## src/mac_mode_defs.svh

```systemverilog
// constants of the mac mode register bank
// assumes inclusion by the register bank and its bench
`ifndef MAC_MODE_DEFS_SVH
`define MAC_MODE_DEFS_SVH
`define MODE_ADDR        8'h00
`define CTRL_ADDR        8'h04
`define STATUS_ADDR      8'h08
`define INIT_ADDR        8'h0c
`define ADDR_W           8
`define BIT_ACCEPT_ALL_FRAMES         15
`define BIT_BCREJ        14
`define BIT_OWNOFF       13
`define SEL_HI           8
`define SEL_LO           7
`define BIT_INNER        6
`define BIT_RETRY        5
`define BIT_COLL         4
`define BIT_FCS          3
`define BIT_LOOP         2
`define BIT_TXOFF        1
`define BIT_RXOFF        0
`define MODE_MASK        32'h0000_e1ff
`define SEL_MII          2'h3
`define SEL_SERIAL       2'h2
`define CTRL_STOP        0
`define CTRL_SUSPEND     1
`define CTRL_RUN         2
`define CTRL_SOFT_RESET  3
`define CTRL_PHY_INNER   4
`define RETRY_LIMIT      5'h10
`define SINGLE_TRY       5'h01
`define PROTECT_BYTES    7'h40
`define SHORT_FRAME      11'h040
`endif

```

## src/mac_mode_pkg.sv

```systemverilog
// types of the mac mode register bank
// assumes nothing beyond the constants header
package mac_mode_pkg;
   typedef struct packed {
      logic       accept_all_frames;
      logic       broadcast_reject;
      logic       own_address_match_off;
      logic [1:0] medium_selector;
      logic       inner_loop;
      logic       retry_off;
      logic       collision_inject;
      logic       fcs_append_off;
      logic       loopback;
      logic       transmit_off;
      logic       receive_off;
   } mode_fields_t;

   typedef enum logic [1:0] {
      loop_normal,
      loop_internal,
      loop_external,
      loop_illegal
   } loop_mode_t;

   typedef struct packed {
      logic       per_frame_fcs_request;
      logic       end_of_packet_flag;
      logic       auto_pad_tx;
      logic       short_frame;
   } frame_info_t;
endpackage

```

## src/mac_mode_register.sv

```systemverilog
// mac mode register bank: mode word, run control, status, ahb-lite slave
// assumes one ahb-lite master, single word transfers, all on hclk
`include "mac_mode_defs.svh"
`timescale 1ns/1ps
`default_nettype none
module mac_mode_register
   import mac_mode_pkg::*;
(
   input  wire logic        hclk,
   input  wire logic        hresetn,
   input  wire logic        hsel,
   input  wire logic [31:0] haddr,
   input  wire logic [1:0]  htrans,
   input  wire logic        hwrite,
   input  wire logic [2:0]  hsize,
   input  wire logic [31:0] hwdata,
   input  wire logic        hready,
   output logic      [31:0] hrdata,
   output logic             hreadyout,
   output logic             hresp,
   input  wire logic        init_load,
   input  wire logic [15:0] init_mode,
   input  wire logic        frame_is_broadcast,
   input  wire logic        frame_hits_station,
   input  wire logic        frame_hits_filter,
   input  wire frame_info_t frame_info,
   output logic             frame_accept,
   output logic             append_fcs,
   output logic             force_collision,
   output logic [4:0]       attempt_limit,
   output logic             protect_fifo_head,
   output logic             full_duplex_test,
   output loop_mode_t       loop_mode,
   output logic             mii_port_selected,
   output logic             serial_port_selected,
   output logic             transmitter_on,
   output logic             receiver_on,
   output logic             tx_ring_enable,
   output logic             rx_ring_enable
);
   mode_fields_t mode;
   logic         stop_bit;
   logic         suspend_bit;
   logic         run_request;
   logic         phy_port_inner_loop;
   logic         soft_reset;

   logic         dphase;
   logic         dwrite;
   logic [`ADDR_W-1:0] daddr;
   logic         accessible;
   logic [31:0]  mode_word;
   logic [31:0]  next_rdata;
   mode_fields_t next_mode;
   logic         mode_wr;
   loop_mode_t   next_loop;

   // register open only when stopped or suspended
   assign accessible = stop_bit | suspend_bit;

   // soft reset acts on the edge that ends the control write; a read issued
   // right after that write samples on that same edge and still sees the old mode word
   assign soft_reset = dphase & dwrite & (daddr == `CTRL_ADDR) & hwdata[`CTRL_SOFT_RESET];

   always_comb begin
      mode_word = 32'h0000_0000;
      mode_word[`BIT_ACCEPT_ALL_FRAMES]          = mode.accept_all_frames;
      mode_word[`BIT_BCREJ]         = mode.broadcast_reject;
      mode_word[`BIT_OWNOFF]        = mode.own_address_match_off;
      mode_word[`SEL_HI:`SEL_LO]    = mode.medium_selector;
      mode_word[`BIT_INNER]         = mode.inner_loop;
      mode_word[`BIT_RETRY]         = mode.retry_off;
      mode_word[`BIT_COLL]          = mode.collision_inject;
      mode_word[`BIT_FCS]           = mode.fcs_append_off;
      mode_word[`BIT_LOOP]          = mode.loopback;
      mode_word[`BIT_TXOFF]         = mode.transmit_off;
      mode_word[`BIT_RXOFF]         = mode.receive_off;
   end

   // address phase capture; slave never inserts waits
   always_ff @(posedge hclk or negedge hresetn) begin
      if (!hresetn) begin
         dphase <= 1'b0;
         dwrite <= 1'b0;
         daddr  <= '0;
      end else if (hready) begin
         dphase <= hsel & htrans[1];
         dwrite <= hwrite;
         daddr  <= haddr[`ADDR_W-1:0];
      end
   end

   always_ff @(posedge hclk or negedge hresetn) begin
      if (!hresetn) begin
         hreadyout <= 1'b1;
         hresp     <= 1'b0;
      end else begin
         hreadyout <= 1'b1;
         hresp     <= 1'b0;
      end
   end

   // source of the mode word: init block or host data phase
   // reserved bits dropped by the mask
   always_comb begin
      logic [31:0] src;
      src     = `MODE_MASK & (init_load ? {16'h0000, init_mode} : hwdata);
      mode_wr = init_load | (dphase & dwrite & (daddr == `MODE_ADDR) & accessible);
      next_mode.accept_all_frames     = src[`BIT_ACCEPT_ALL_FRAMES];
      next_mode.broadcast_reject      = src[`BIT_BCREJ];
      next_mode.own_address_match_off = src[`BIT_OWNOFF];
      next_mode.medium_selector       = src[`SEL_HI:`SEL_LO];
      next_mode.inner_loop            = src[`BIT_INNER];
      next_mode.retry_off             = src[`BIT_RETRY];
      next_mode.collision_inject      = src[`BIT_COLL];
      next_mode.fcs_append_off        = src[`BIT_FCS];
      next_mode.loopback              = src[`BIT_LOOP];
      next_mode.transmit_off          = src[`BIT_TXOFF];
      next_mode.receive_off           = src[`BIT_RXOFF];
   end

   // host write while running leaves the word untouched
   // soft reset clears; stop is not a reset here
   always_ff @(posedge hclk or negedge hresetn) begin
      if (!hresetn) begin
         mode <= '0;
      end else if (soft_reset) begin
         mode <= '0;
      end else if (mode_wr) begin
         mode <= next_mode;
      end
   end

   // run control: stop, suspend, run request, phy inner loop
   always_ff @(posedge hclk or negedge hresetn) begin
      if (!hresetn) begin
         stop_bit            <= 1'b1;
         suspend_bit         <= 1'b0;
         run_request         <= 1'b0;
         phy_port_inner_loop <= 1'b0;
      end else begin
         if (dphase && dwrite && daddr == `CTRL_ADDR) begin
            suspend_bit         <= hwdata[`CTRL_SUSPEND];
            phy_port_inner_loop <= hwdata[`CTRL_PHY_INNER];
            // run wins over stop when both are written
            run_request <= hwdata[`CTRL_RUN];
            stop_bit    <= hwdata[`CTRL_STOP] & ~hwdata[`CTRL_RUN];
         end
      end
   end

   always_comb begin
      next_rdata = 32'h0000_0000;
      case (haddr[`ADDR_W-1:0])
         `MODE_ADDR:   next_rdata = accessible ? mode_word : 32'h0000_0000;
         `CTRL_ADDR:   next_rdata = {27'h0, phy_port_inner_loop, 1'b0, run_request,
                                     suspend_bit, stop_bit};
         `STATUS_ADDR: next_rdata = {26'h0, loop_mode, mii_port_selected,
                                     serial_port_selected, receiver_on, transmitter_on};
         default:      next_rdata = 32'h0000_0000;
      endcase
   end

   // read data registered during the address phase window
   always_ff @(posedge hclk or negedge hresetn) begin
      if (!hresetn) begin
         hrdata <= 32'h0000_0000;
      end else if (hready && hsel && htrans[1] && !hwrite) begin
         // loaded at the read's address phase, stands through its data phase
         hrdata <= next_rdata;
      end
   end

   always_comb begin
      next_loop = loop_illegal;
      if (mode.medium_selector == `SEL_MII) begin
         case ({mode.loopback, mode.inner_loop, phy_port_inner_loop})
            3'h0:    next_loop = loop_normal;
            3'h1:    next_loop = loop_internal;
            3'h4:    next_loop = loop_external;
            default: next_loop = loop_illegal;
         endcase
      end else begin
         case ({mode.loopback, mode.inner_loop, phy_port_inner_loop})
            3'h0:    next_loop = loop_normal;
            3'h6:    next_loop = loop_internal;
            3'h4:    next_loop = loop_external;
            default: next_loop = loop_illegal;
         endcase
      end
   end

   // datapath controls, all registered
   always_ff @(posedge hclk or negedge hresetn) begin
      if (!hresetn) begin
         frame_accept         <= 1'b0;
         append_fcs           <= 1'b1;
         force_collision      <= 1'b0;
         attempt_limit        <= `RETRY_LIMIT;
         protect_fifo_head    <= 1'b1;
         full_duplex_test     <= 1'b0;
         loop_mode            <= loop_normal;
         mii_port_selected    <= 1'b0;
         serial_port_selected <= 1'b0;
         transmitter_on       <= 1'b0;
         receiver_on          <= 1'b0;
         tx_ring_enable       <= 1'b0;
         rx_ring_enable       <= 1'b0;
      end else begin
         frame_accept <= ~mode.receive_off &
                         (mode.accept_all_frames |
                          (frame_is_broadcast & ~mode.broadcast_reject) |
                          (frame_hits_station & ~mode.own_address_match_off) |
                          frame_hits_filter);
         append_fcs <= ~mode.fcs_append_off |
                       (frame_info.per_frame_fcs_request & frame_info.end_of_packet_flag) |
                       (frame_info.auto_pad_tx & frame_info.short_frame);
         force_collision <= mode.collision_inject & (next_loop == loop_internal);
         // attempt count and fifo head guard
         attempt_limit     <= mode.retry_off ? `SINGLE_TRY : `RETRY_LIMIT;
         protect_fifo_head <= ~mode.retry_off;
         full_duplex_test     <= mode.loopback;
         loop_mode            <= next_loop;
         mii_port_selected    <= mode.medium_selector == `SEL_MII;
         serial_port_selected <= mode.medium_selector == `SEL_SERIAL;
         transmitter_on <= run_request & ~mode.transmit_off;
         tx_ring_enable <= run_request & ~mode.transmit_off;
         receiver_on    <= run_request & ~mode.receive_off;
         rx_ring_enable <= run_request & ~mode.receive_off;
      end
   end
endmodule
`default_nettype wire

```

## config.mk

```make
export PLATFORM = sky130hd
export DESIGN_NAME = mac_mode_register
export DESIGN_NICKNAME = d
export VERILOG_FILES = /design/src/mac_mode_pkg.sv /design/src/mac_mode_register.sv
export VERILOG_INCLUDE_DIRS = /design/src
export SDC_FILE = /design/constraint.sdc
export NUM_CORES = 1
export LEC_CHECK = 0
export ABC_AREA = 1
export BUFFER_PORTS_ARGS = -buffer_cell sky130_fd_sc_hd__buf_2
export CAP_MARGIN = 10
export CORE_ASPECT_RATIO = 1.2
export CORE_MARGIN = 2
export CORE_UTILIZATION = 47
export CTS_CLUSTER_DIAMETER = 150
export DETAILED_ROUTE_END_ITERATION = 6
export PLACE_DENSITY = 0.9
export SLEW_MARGIN = 5
export SYNTH_ARGS = -nofsm -noshare
export SYNTH_HDL_FRONTEND = slang
export SYNTH_SLANG_ARGS = --single-unit
export TNS_END_PERCENT = 30
```

## constraint.sdc

```tcl
create_clock -name hclk -period 2.01 [get_ports hclk]
set_input_delay 0 -clock hclk [delete_from_list [all_inputs] [get_ports hclk]]
set_output_delay 0 -clock hclk [all_outputs]
set_load 0.05 [all_outputs]
```

==> results of run 1 <==
[registers in the layout (all words and copies together) (netlist names), 2 cells and up]
name	flops
mode	12
attempt_limit	2
loop_mode	2
daddr	8
hrdata	12
[final cells by class]
type,count,area [um2],share of cell area [%]
sequential,50,1250,39.9
multi-input combinational,229,1050,33.3
timing repair buffer,95,586,18.6
inverter,26,97.6,3.10
tap,62,77.6,2.47
clock buffer,7,76.3,2.43
clock inverter,1,7.51,0.239
[worst paths after layout]
kind                       cells past startpoint      start  slack [ps]          endpoint
min in group asynchronous                      2    hresetn         110          daddr[6]
setup reg to reg                               8   daddr[1]         130          stop_bit
hold / removal                                 5  hwdata[5]          10           mode[5]
hold reg to reg                                0    mode[2]         420  full_duplex_test
setup / recovery                               8   daddr[1]         130          stop_bit
max in group asynchronous                      3    hresetn        1260        append_fcs
[worst reg2reg max path, stage by stage, from the launching register on]
cell and delay (ps):
dfrtp_1 390, nor2_1 170, nand2_1 120, nor2_4 180, nand3_4 120, nor2_1 140, nand2_1 70, dlygate4sd3_1 560
nand2_1 80
[placed cells by master, fill, tap and decap left out, types with 2 or more instances in the layout]
cell,netlist,final
conb_1,2,25
buf_2,6,72
nand3_1,42,42
clkbuf_8,0,5
o21ai_0,8,8
inv_2,4,4
a21oi_1,3,3
dfrtp_1,47,47
nand2_2,2,2
buf_4,29,2
dlygate4sd3_1,0,21
dfstp_2,3,3
nor2_1,23,23
nand3_2,3,2
nor2_4,2,2
clkbuf_1,0,2
mux2_2,5,5
inv_1,22,22
nand2_1,109,109
[report_power, final]
part / leakage, uW / switching (uW) / internal (uW)
combinational: 0.00112 / 350 / 135
clock: 0.0000385 / 315 / 247
sequential: 0.000614 / 50.7 / 1080
total: 0.00177 / 716 / 1460
[per-layer routing]
layer	share of wire [%]	GRT usage [%]
met5	0	0
met4	1.4	5.83
met3	5.4	4.04
met2	52	34.3
met1	42	23.8
[stage by stage]
step | hold slack [ps] | area, um2 | setup WS, ps | total power (uW)
floorplan | -296 | 2670 | 800 | 1520
global placement | -115 | 2840 | 546 | 1590
detailed placement | -109 | 2840 | 488 | 1600
CTS | 16.8 | 3140 | 129 | 2180
global route | 28.4 | 3150 | 17.3 | 2300
finish | 9.78 | 3150 | 132 | 2180
[cells by family after synthesis]
family          synth area share, %
compound gates                 3.10
buf+inv                        14.7
flops                          48.5
mux                            2.18
other cells                   0.290
simple gates                   31.3
[repair_timing]
item,in CTS,in global routing
hold buffers,21,0
setup endpoints to repair,0,1
gates resized for setup,0,1
hold endpoints to repair,63,0
==> key figures, run 1 <==
Run status
  • Status: complete, no violations

Place
  • I/O Buffers: 72
  • Placed Cells: 441
  • HPWL Detailed: 4060 um
  • Routability congestion estimate: 0.836

Finish
  • Filler Cell Count: 476
  • Share of layout cells above drive strength 1: 25.0%
  • Final core occ: 59.4%
  • Non-Filler Instances: 470
  • Area grow syn2layout: 21.6%
  • Final nets: 505
  • Inserted Diodes: 0

Synth
  • Main flop type after synthesis: dfrtp_1
  • Yosys top cell by area: dfrtp_1
  • Top cells by area, synth: dfrtp_1 45%, nand2_1 16%, buf_4 8.4%
  • Mapped Cells: 320
  • Library cells used by synthesis: 24
  • Yosys reg bits: 50
  • Ys Warns: 0
  • Synth top area share: 45.5%
  • Post-synthesis sequential area ratio: 48.5%
  • Commonest cells in the netlist: 109 x nand2_1, 47 x dfrtp_1, 42 x nand3_1
  • Post-synth EDFFs: 0
  • Async set or reset register ratio after synthesis: 100%
  • Most common cell in the netlist: nand2_1
  • Post-synthesis cell area: 2590 um2
  • Syn_area_per_cell: 8.08 um2

Critical path
  • Data arrival, critical path: 2120 ps
  • Crit path buffers/inverters: 1
  • Critical path peak fanout: 7
  • Slowest stage delay, CP: 560 ps
  • CP max stage cell: dlygate4sd3_1
  • Crit. End Element: flop
  • Most common cell on crit path: nand2_1
  • CP Cell Sequence: nor2_1, nand2_1, nor2_4, nand3_4, nor2_1, nand2_1, dlygate4sd3_1, nand2_1
  • Worst path top cell family by delay: simple AND/OR/NAND/NOR gates
  • Startpoint Class: flop
  • Req. time, crit path: 2250 ps
  • Crit Path Category: flop to flop

Drt
  • Final WL: 5590 um
  • Antenna-violating nets left: 0
  • DR pass1 iterations: 4
  • Avg WL per Cell: 11.9 um
  • Vias per cell: 4.73
  • Initial DRC Count: 138
  • DRC Markers: 0
  • Via count: 2223

GRT
  • Largest net degree at the start of global routing: 25
  • First-pass GRT wire length: 9420 um
  • Gr ovfl total: 0
  • Tot GR Track Use: 19.5%
  • Vias in the first global route: 2094
  • Initial antenna violation count: 0

Worst hold path
  • Hold crit path type: input port to flop

Timing
  • Layout Skew: 15.3 ps
  • Final Cycle Share: 93.4%
  • Fin Setup TNS: 0 ps
  • # setup viols final: 0
  • FMAX: 533 MHz
  • Fin crit period: 1880 ps
  • Fin. max-slew vios: 0
  • Slew @ Worst Pin: 649 ps
  • RSZ-0062 raised after global routing: false
  • Worst slew margin: 56.8%
  • Final hold vios: 0

Job
  • Max cap viols: 0

Floorplanning
  • I/O pin total: 150
  • Die height: 85.3 um
  • Row Count: 29
  • Die area: 6110 um2
  • Core area: 5300 um2
  • Die Wd: 71.7 um
  • Starting Density: 48.8%

CTS
  • H-tree levels: 2
  • Sink Count: 50
  • CTS clock-pin slew for the worst setup and hold paths: 90 ps
  • Clock Latency Late Sink: 310 ps
  • Clock buffer count from CTS: 5
  • Root buf cell: clkbuf_8
  • Clock Path Buffers: 2
  • Postcts setup bufs: 0
  • CTS tree: yes

Pwr
  • Leakage: 0.00177 uW
  • Power Density: 692 nW/um2
  • Peak supply drop: 0.297 mV
Power figures use the tool's default switching activity.
==> run 2: changes to the inputs <==
CORE_UTILIZATION = 30   (was 47)
PLACE_DENSITY = 0.63   (was 0.9)
SLEW_MARGIN = 20   (was 5)
==> run 2 against run 1 <==
Utilization is 21 points lower. First-iteration DRC count is 9.4% higher. Critical path depth stayed put. Sequential cell count stayed put. Cell count is 11% higher. Non-clock buffer count is 1 lower. Combinational power hardly changed. Highest routed layer unchanged.
==> key figures, run 2 (synthesis gave the netlist of run 1 again) <==
Finish
  • Share of layout cells above drive strength 1: 25.3%
  • Most frequent cells in the layout: 109 x nand2_1, 72 x buf_2, 47 x dfrtp_1, 42 x nand3_1, 25 x conb_1
  • Reg area: 1250 um2
  • Final nets: 504
  • Multi-input gate area: 1040 um2
  • Inserted Diodes: 0
  • Area grow syn2layout: 24.8%
  • Filler Cell Count: 906
  • Commonest non-fill, non-tap cell in the layout: nand2_1
  • Top Registers: hrdata (12), mode (12), daddr (8)

Worst hold path
  • Hold_sp: hwdata[15]
  • Hold crit path type: input port to flop
  • Hold Path Depth: 5

Critical path
  • Slowest stage delay, CP: 570 ps
  • Data arrival, critical path: 2130 ps
  • Startpoint Class: flop
  • Req. time, crit path: 2270 ps
  • Critical path peak fanout: 7
  • Crit Path Category: flop to flop
  • CP Cell Sequence: nor2_2, nand2_1, nor2_4, nand3_2, nor2_1, nand2_1, dlygate4sd3_1, nand2_1
  • Worst setup startpoint: daddr[1]
  • Critical R2R Launch: daddr[1]
  • CP max stage cell: dlygate4sd3_1
  • Most common cell on crit path: nand2_1
  • Crit. End Element: flop
  • R2R depth: 8

Run status
  • Status: complete, no violations

GRT
  • GR Util met3: 1.64%
  • Vias in the first global route: 2007
  • Most used routing layer: met2
  • Met2 Use GR: 20.7%
  • Largest net degree at the start of global routing: 51
  • Tot GR Track Use: 12.6%
  • Initial antenna violation count: 0
  • First-pass GRT wire length: 9250 um
  • Gr ovfl total: 0
  • Met1 Usage GRT: 16.6%

CTS
  • Root buf cell: clkbuf_8
  • Postcts setup bufs: 0
  • Sink Count: 50
  • Clock Latency Late Sink: 300 ps
  • CTS clock-pin slew for the worst setup and hold paths: 90 ps
  • H-tree levels: 2
  • Clock buffer count from CTS: 5
  • Clock Path Buffers: 2
  • CTS tree: yes

Drt
  • Vias per cell: 4.05
  • DRC Markers: 0
  • Avg WL per Cell: 10.9 um
  • Via count: 2123
  • Antenna-violating nets left: 0
  • Final WL: 5710 um
  • Initial DRC Count: 151
  • DR pass1 iterations: 4

Pwr
  • Leakage: 0.00178 uW
  • Power Density: 717 nW/um2
  • Power consumption: 2320 uW
  • Peak supply drop: 0.261 mV

Timing
  • Fin. max-slew vios: 0
  • Layout Skew: 3.95 ps
  • Fin crit period: 1870 ps
  • Final Cycle Share: 93.1%
  • Fin Setup TNS: 0 ps
  • RSZ-0062 raised after global routing: false
  • FMAX: 534 MHz
  • Slew @ Worst Pin: 694 ps
  • # setup viols final: 0
  • Final hold vios: 0
  • Worst slew margin: 53.7%

Floorplanning
  • Starting Density: 30.5%
  • Row Count: 37
  • Core area: 8470 um2
  • Die area: 9380 um2
  • Die height: 106 um
  • Die Wd: 88.8 um
  • I/O pin total: 150

Job
  • Max cap viols: 0

Place
  • I/O Buffers: 72
  • Routability congestion estimate: 0.793
  • HPWL Detailed: 4310 um
run 2: power breakdown:
part           total, uW  internal [uW]  leakage [uW]  switching (uW)
sequential          1130           1080      0.000614            49.8
clock                705            371     0.0000514             334
combinational        482            134       0.00111             348
total               2320           1580       0.00178             732
run 2: timing repair:
action                                  in CTS  in global routing
endpoints found under the setup margin       0                  1
hold buffers                                21                  0
gates resized for setup                      0                  1
endpoints found under the hold margin       63                  0
run 2: critical path: cells and delay by family, from the launching register on:
| kind | cells | cell delay (ps) |
|---|---|---|
| flops | 1 | 410 |
| buf+inv | 1 | 570 |
| simple gates | 7 | 840 |
run 2: path summary, 6_finish.rpt:
kind                                     to  slack, ps
min reg2reg                full_duplex_test        400
min                                mode[11]         10
max reg2reg                        stop_bit        140
max                                stop_bit        140
min in group asynchronous  attempt_limit[0]        320
max in group asynchronous         hrdata[7]       1250
run 2: routing by layer:
layer | up-vias | part of all wire, % | routed length [um]
met3 | 5 | 4.9 | 280
met1 | 944 | 45 | 2600
met2 | 56 | 48 | 2760
li1 | 1118 | - | -
met5 | - | 0 | 0
met4 | 0 | 1.3 | 74
run 2: metrics by stage:
step	util (%)	std cells	cell area [um2]	setup slack, ps	hold WS [ps]
after CTS	38.1	524	3230	151	14.5
after global placement	34.3	495	2910	483	139
after floorplan	-	343	2670	800	-296
after global routing	38.1	524	3230	46.1	35.1
final	38.1	524	3230	139	14.8
after detailed placement	34.3	495	2910	455	149
run 2: layout make-up:
class / count / area share, %
inverter: 26 / 3.02
timing repair buffer: 94 / 17.9
sequential: 50 / 38.9
clock buffer: 6 / 2.25
clock inverter: 2 / 1.16
multi-input combinational: 229 / 32.2
tap: 117 / 4.53
==> run 3: changes to the inputs <==
MAX_ROUTING_LAYER = met4   (was not set)
==> run 3 against run 2 <==
Largest cell class unchanged. Clock-buffer cell count stayed put. Maximum frequency about the same. Sequential power barely moved. Utilization unchanged. Register-to-register slack barely moved. Highest routed layer unchanged. Non-clock buffer count stayed put. Die area stayed put.
==> key figures, run 3 (synthesis gave the netlist of run 1 again) <==
Timing
  • Final hold vios: 0
  • Final Cycle Share: 93.1%
  • # setup viols final: 0
  • RSZ-0062 raised after global routing: false
  • Setup ws final: 140 ps
  • Worst slew margin: 53.8%
  • FMAX: 535 MHz
  • Fin Setup TNS: 0 ps
  • Fin crit period: 1870 ps
  • Fin. max-slew vios: 0
  • Slew @ Worst Pin: 693 ps
  • Layout Skew: 4.48 ps

Finish
  • Commonest non-fill, non-tap cell in the layout: nand2_1
  • Most frequent cells in the layout: 109 x nand2_1, 72 x buf_2, 47 x dfrtp_1, 42 x nand3_1, 25 x conb_1
  • Area grow syn2layout: 24.8%
  • Share of layout cells above drive strength 1: 25.3%
  • Top Registers: hrdata (12), mode (12), daddr (8)
  • Inserted Diodes: 0
  • Non-Filler Instances: 524
  • Filler Cell Count: 906
  • Final nets: 504

Drt
  • Initial DRC Count: 145
  • Vias per cell: 4.06
  • Avg WL per Cell: 10.9 um
  • Final WL: 5700 um
  • DRC Markers: 0
  • DR pass1 iterations: 4
  • Via count: 2127
  • Antenna-violating nets left: 0

CTS
  • CTS clock-pin slew for the worst setup and hold paths: 90 ps
  • Clock buffer count from CTS: 5
  • CTS tree: yes
  • Clock Path Buffers: 2
  • Clock Latency Late Sink: 300 ps
  • Postcts setup bufs: 0
  • Sink Count: 50
  • Root buf cell: clkbuf_8
  • H-tree levels: 2

Floorplanning
  • I/O pin total: 150
  • Row Count: 37
  • Die Wd: 88.8 um
  • Die area: 9380 um2
  • Core area: 8470 um2
  • Die height: 106 um
  • Starting Density: 30.5%

Place
  • Routability congestion estimate: 0.805
  • Pre-CTS setup slack: 455 ps
  • HPWL Detailed: 4310 um
  • Placed Cells: 495
  • I/O Buffers: 72

GRT
  • First-pass GRT wire length: 9230 um
  • Initial antenna violation count: 0
  • Gr ovfl total: 0
  • Tot GR Track Use: 12.9%
  • Largest net degree at the start of global routing: 51
  • Vias in the first global route: 2012

Critical path
  • Crit. End Element: flop
  • Crit Path Category: flop to flop
  • Startpoint Class: flop
  • Data arrival, critical path: 2120 ps
  • Req. time, crit path: 2260 ps
  • Critical path peak fanout: 7

Pwr
  • Flop pwr share: 48.8%
  • Clock power frac: 30.4%
  • Net Sw Power: 730 uW
  • Power Density: 717 nW/um2
  • Comb power frac: 20.8%
  • Int Power: 1580 uW
  • Power consumption: 2310 uW
  • Leakage: 0.00178 uW
  • Peak supply drop: 0.262 mV
  • Switching part of the total: 31.5%

Worst hold path
  • Hold crit path type: input port to flop

Job
  • Max cap viols: 0

Run status
  • Status: complete, no violations
[run 3: cell type report]
type | count | area (um2) | area share (%)
clock inverters | 2 | 37.5 | 1.16
repair buffers | 94 | 578 | 17.9
flip-flops and latches | 50 | 1250 | 38.9
well taps | 117 | 146 | 4.53
multi-input cells | 229 | 1040 | 32.2
inverters | 26 | 97.6 | 3.02
clock buffers | 6 | 72.6 | 2.25
[run 3: critical path, stage by stage, from the launching register on]
cell,delay (ps)
dfrtp_1,410
nor2_2,150
nand2_1,100
nor2_4,150
nand3_2,140
nor2_1,170
nand2_1,70
dlygate4sd3_1,570
nand2_1,60
[run 3: metal layers]
layer / track usage [%] / share of wire, % / up-vias
met3: 1.64 / 4.8 / 5
li1: - / - / 1119
met4: 4.65 / 1.3 / 0
met5: - / 0 / -
met1: 16.4 / 46 / 945
met2: 20.8 / 48 / 58
[run 3: worst paths after layout]
kind                       cells after the start  slack [ps]                to  startpoint
setup / recovery                               8         140          stop_bit    daddr[1]
hold / removal                                 5          20          mode[11]  hwdata[15]
setup reg to reg                               8         140          stop_bit    daddr[1]
hold reg to reg                                0         410  full_duplex_test     mode[2]
max in group asynchronous                      3        1260          daddr[3]     hresetn
min in group asynchronous                      3         330        hrdata[15]     hresetn
[run 3: timing repair]
item                                    in CTS  in global routing
hold endpoints to repair                    63                  0
gates resized for setup                      0                  1
hold buffers                                21                  0
endpoints found under the setup margin       0                  1
[run 3: power groups by stage]
| stage | registers [uW] | logic [uW] | clock network [uW] |
|---|---|---|---|
| 2_1_floorplan | 1220 | 302 | 0 |
| 3_3_place_gp | 1150 | 451 | 0 |
| 3_5_place_dp | 1150 | 456 | 0 |
| 4_1_cts | 1130 | 487 | 722 |
| 5_1_grt | 1140 | 526 | 762 |
| 6_report | 1130 | 482 | 704 |
[run 3: per-stage QoR]
step / cell area (um2) / util, % / hold WS [ps]
after floorplan: 2670 / - / -296
final: 3230 / 38.1 / 16.2
after CTS: 3230 / 38.1 / 14.5
after global placement: 2910 / 34.3 / 139
after detailed placement: 2910 / 34.3 / 149
after global routing: 3230 / 38.1 / 35.1
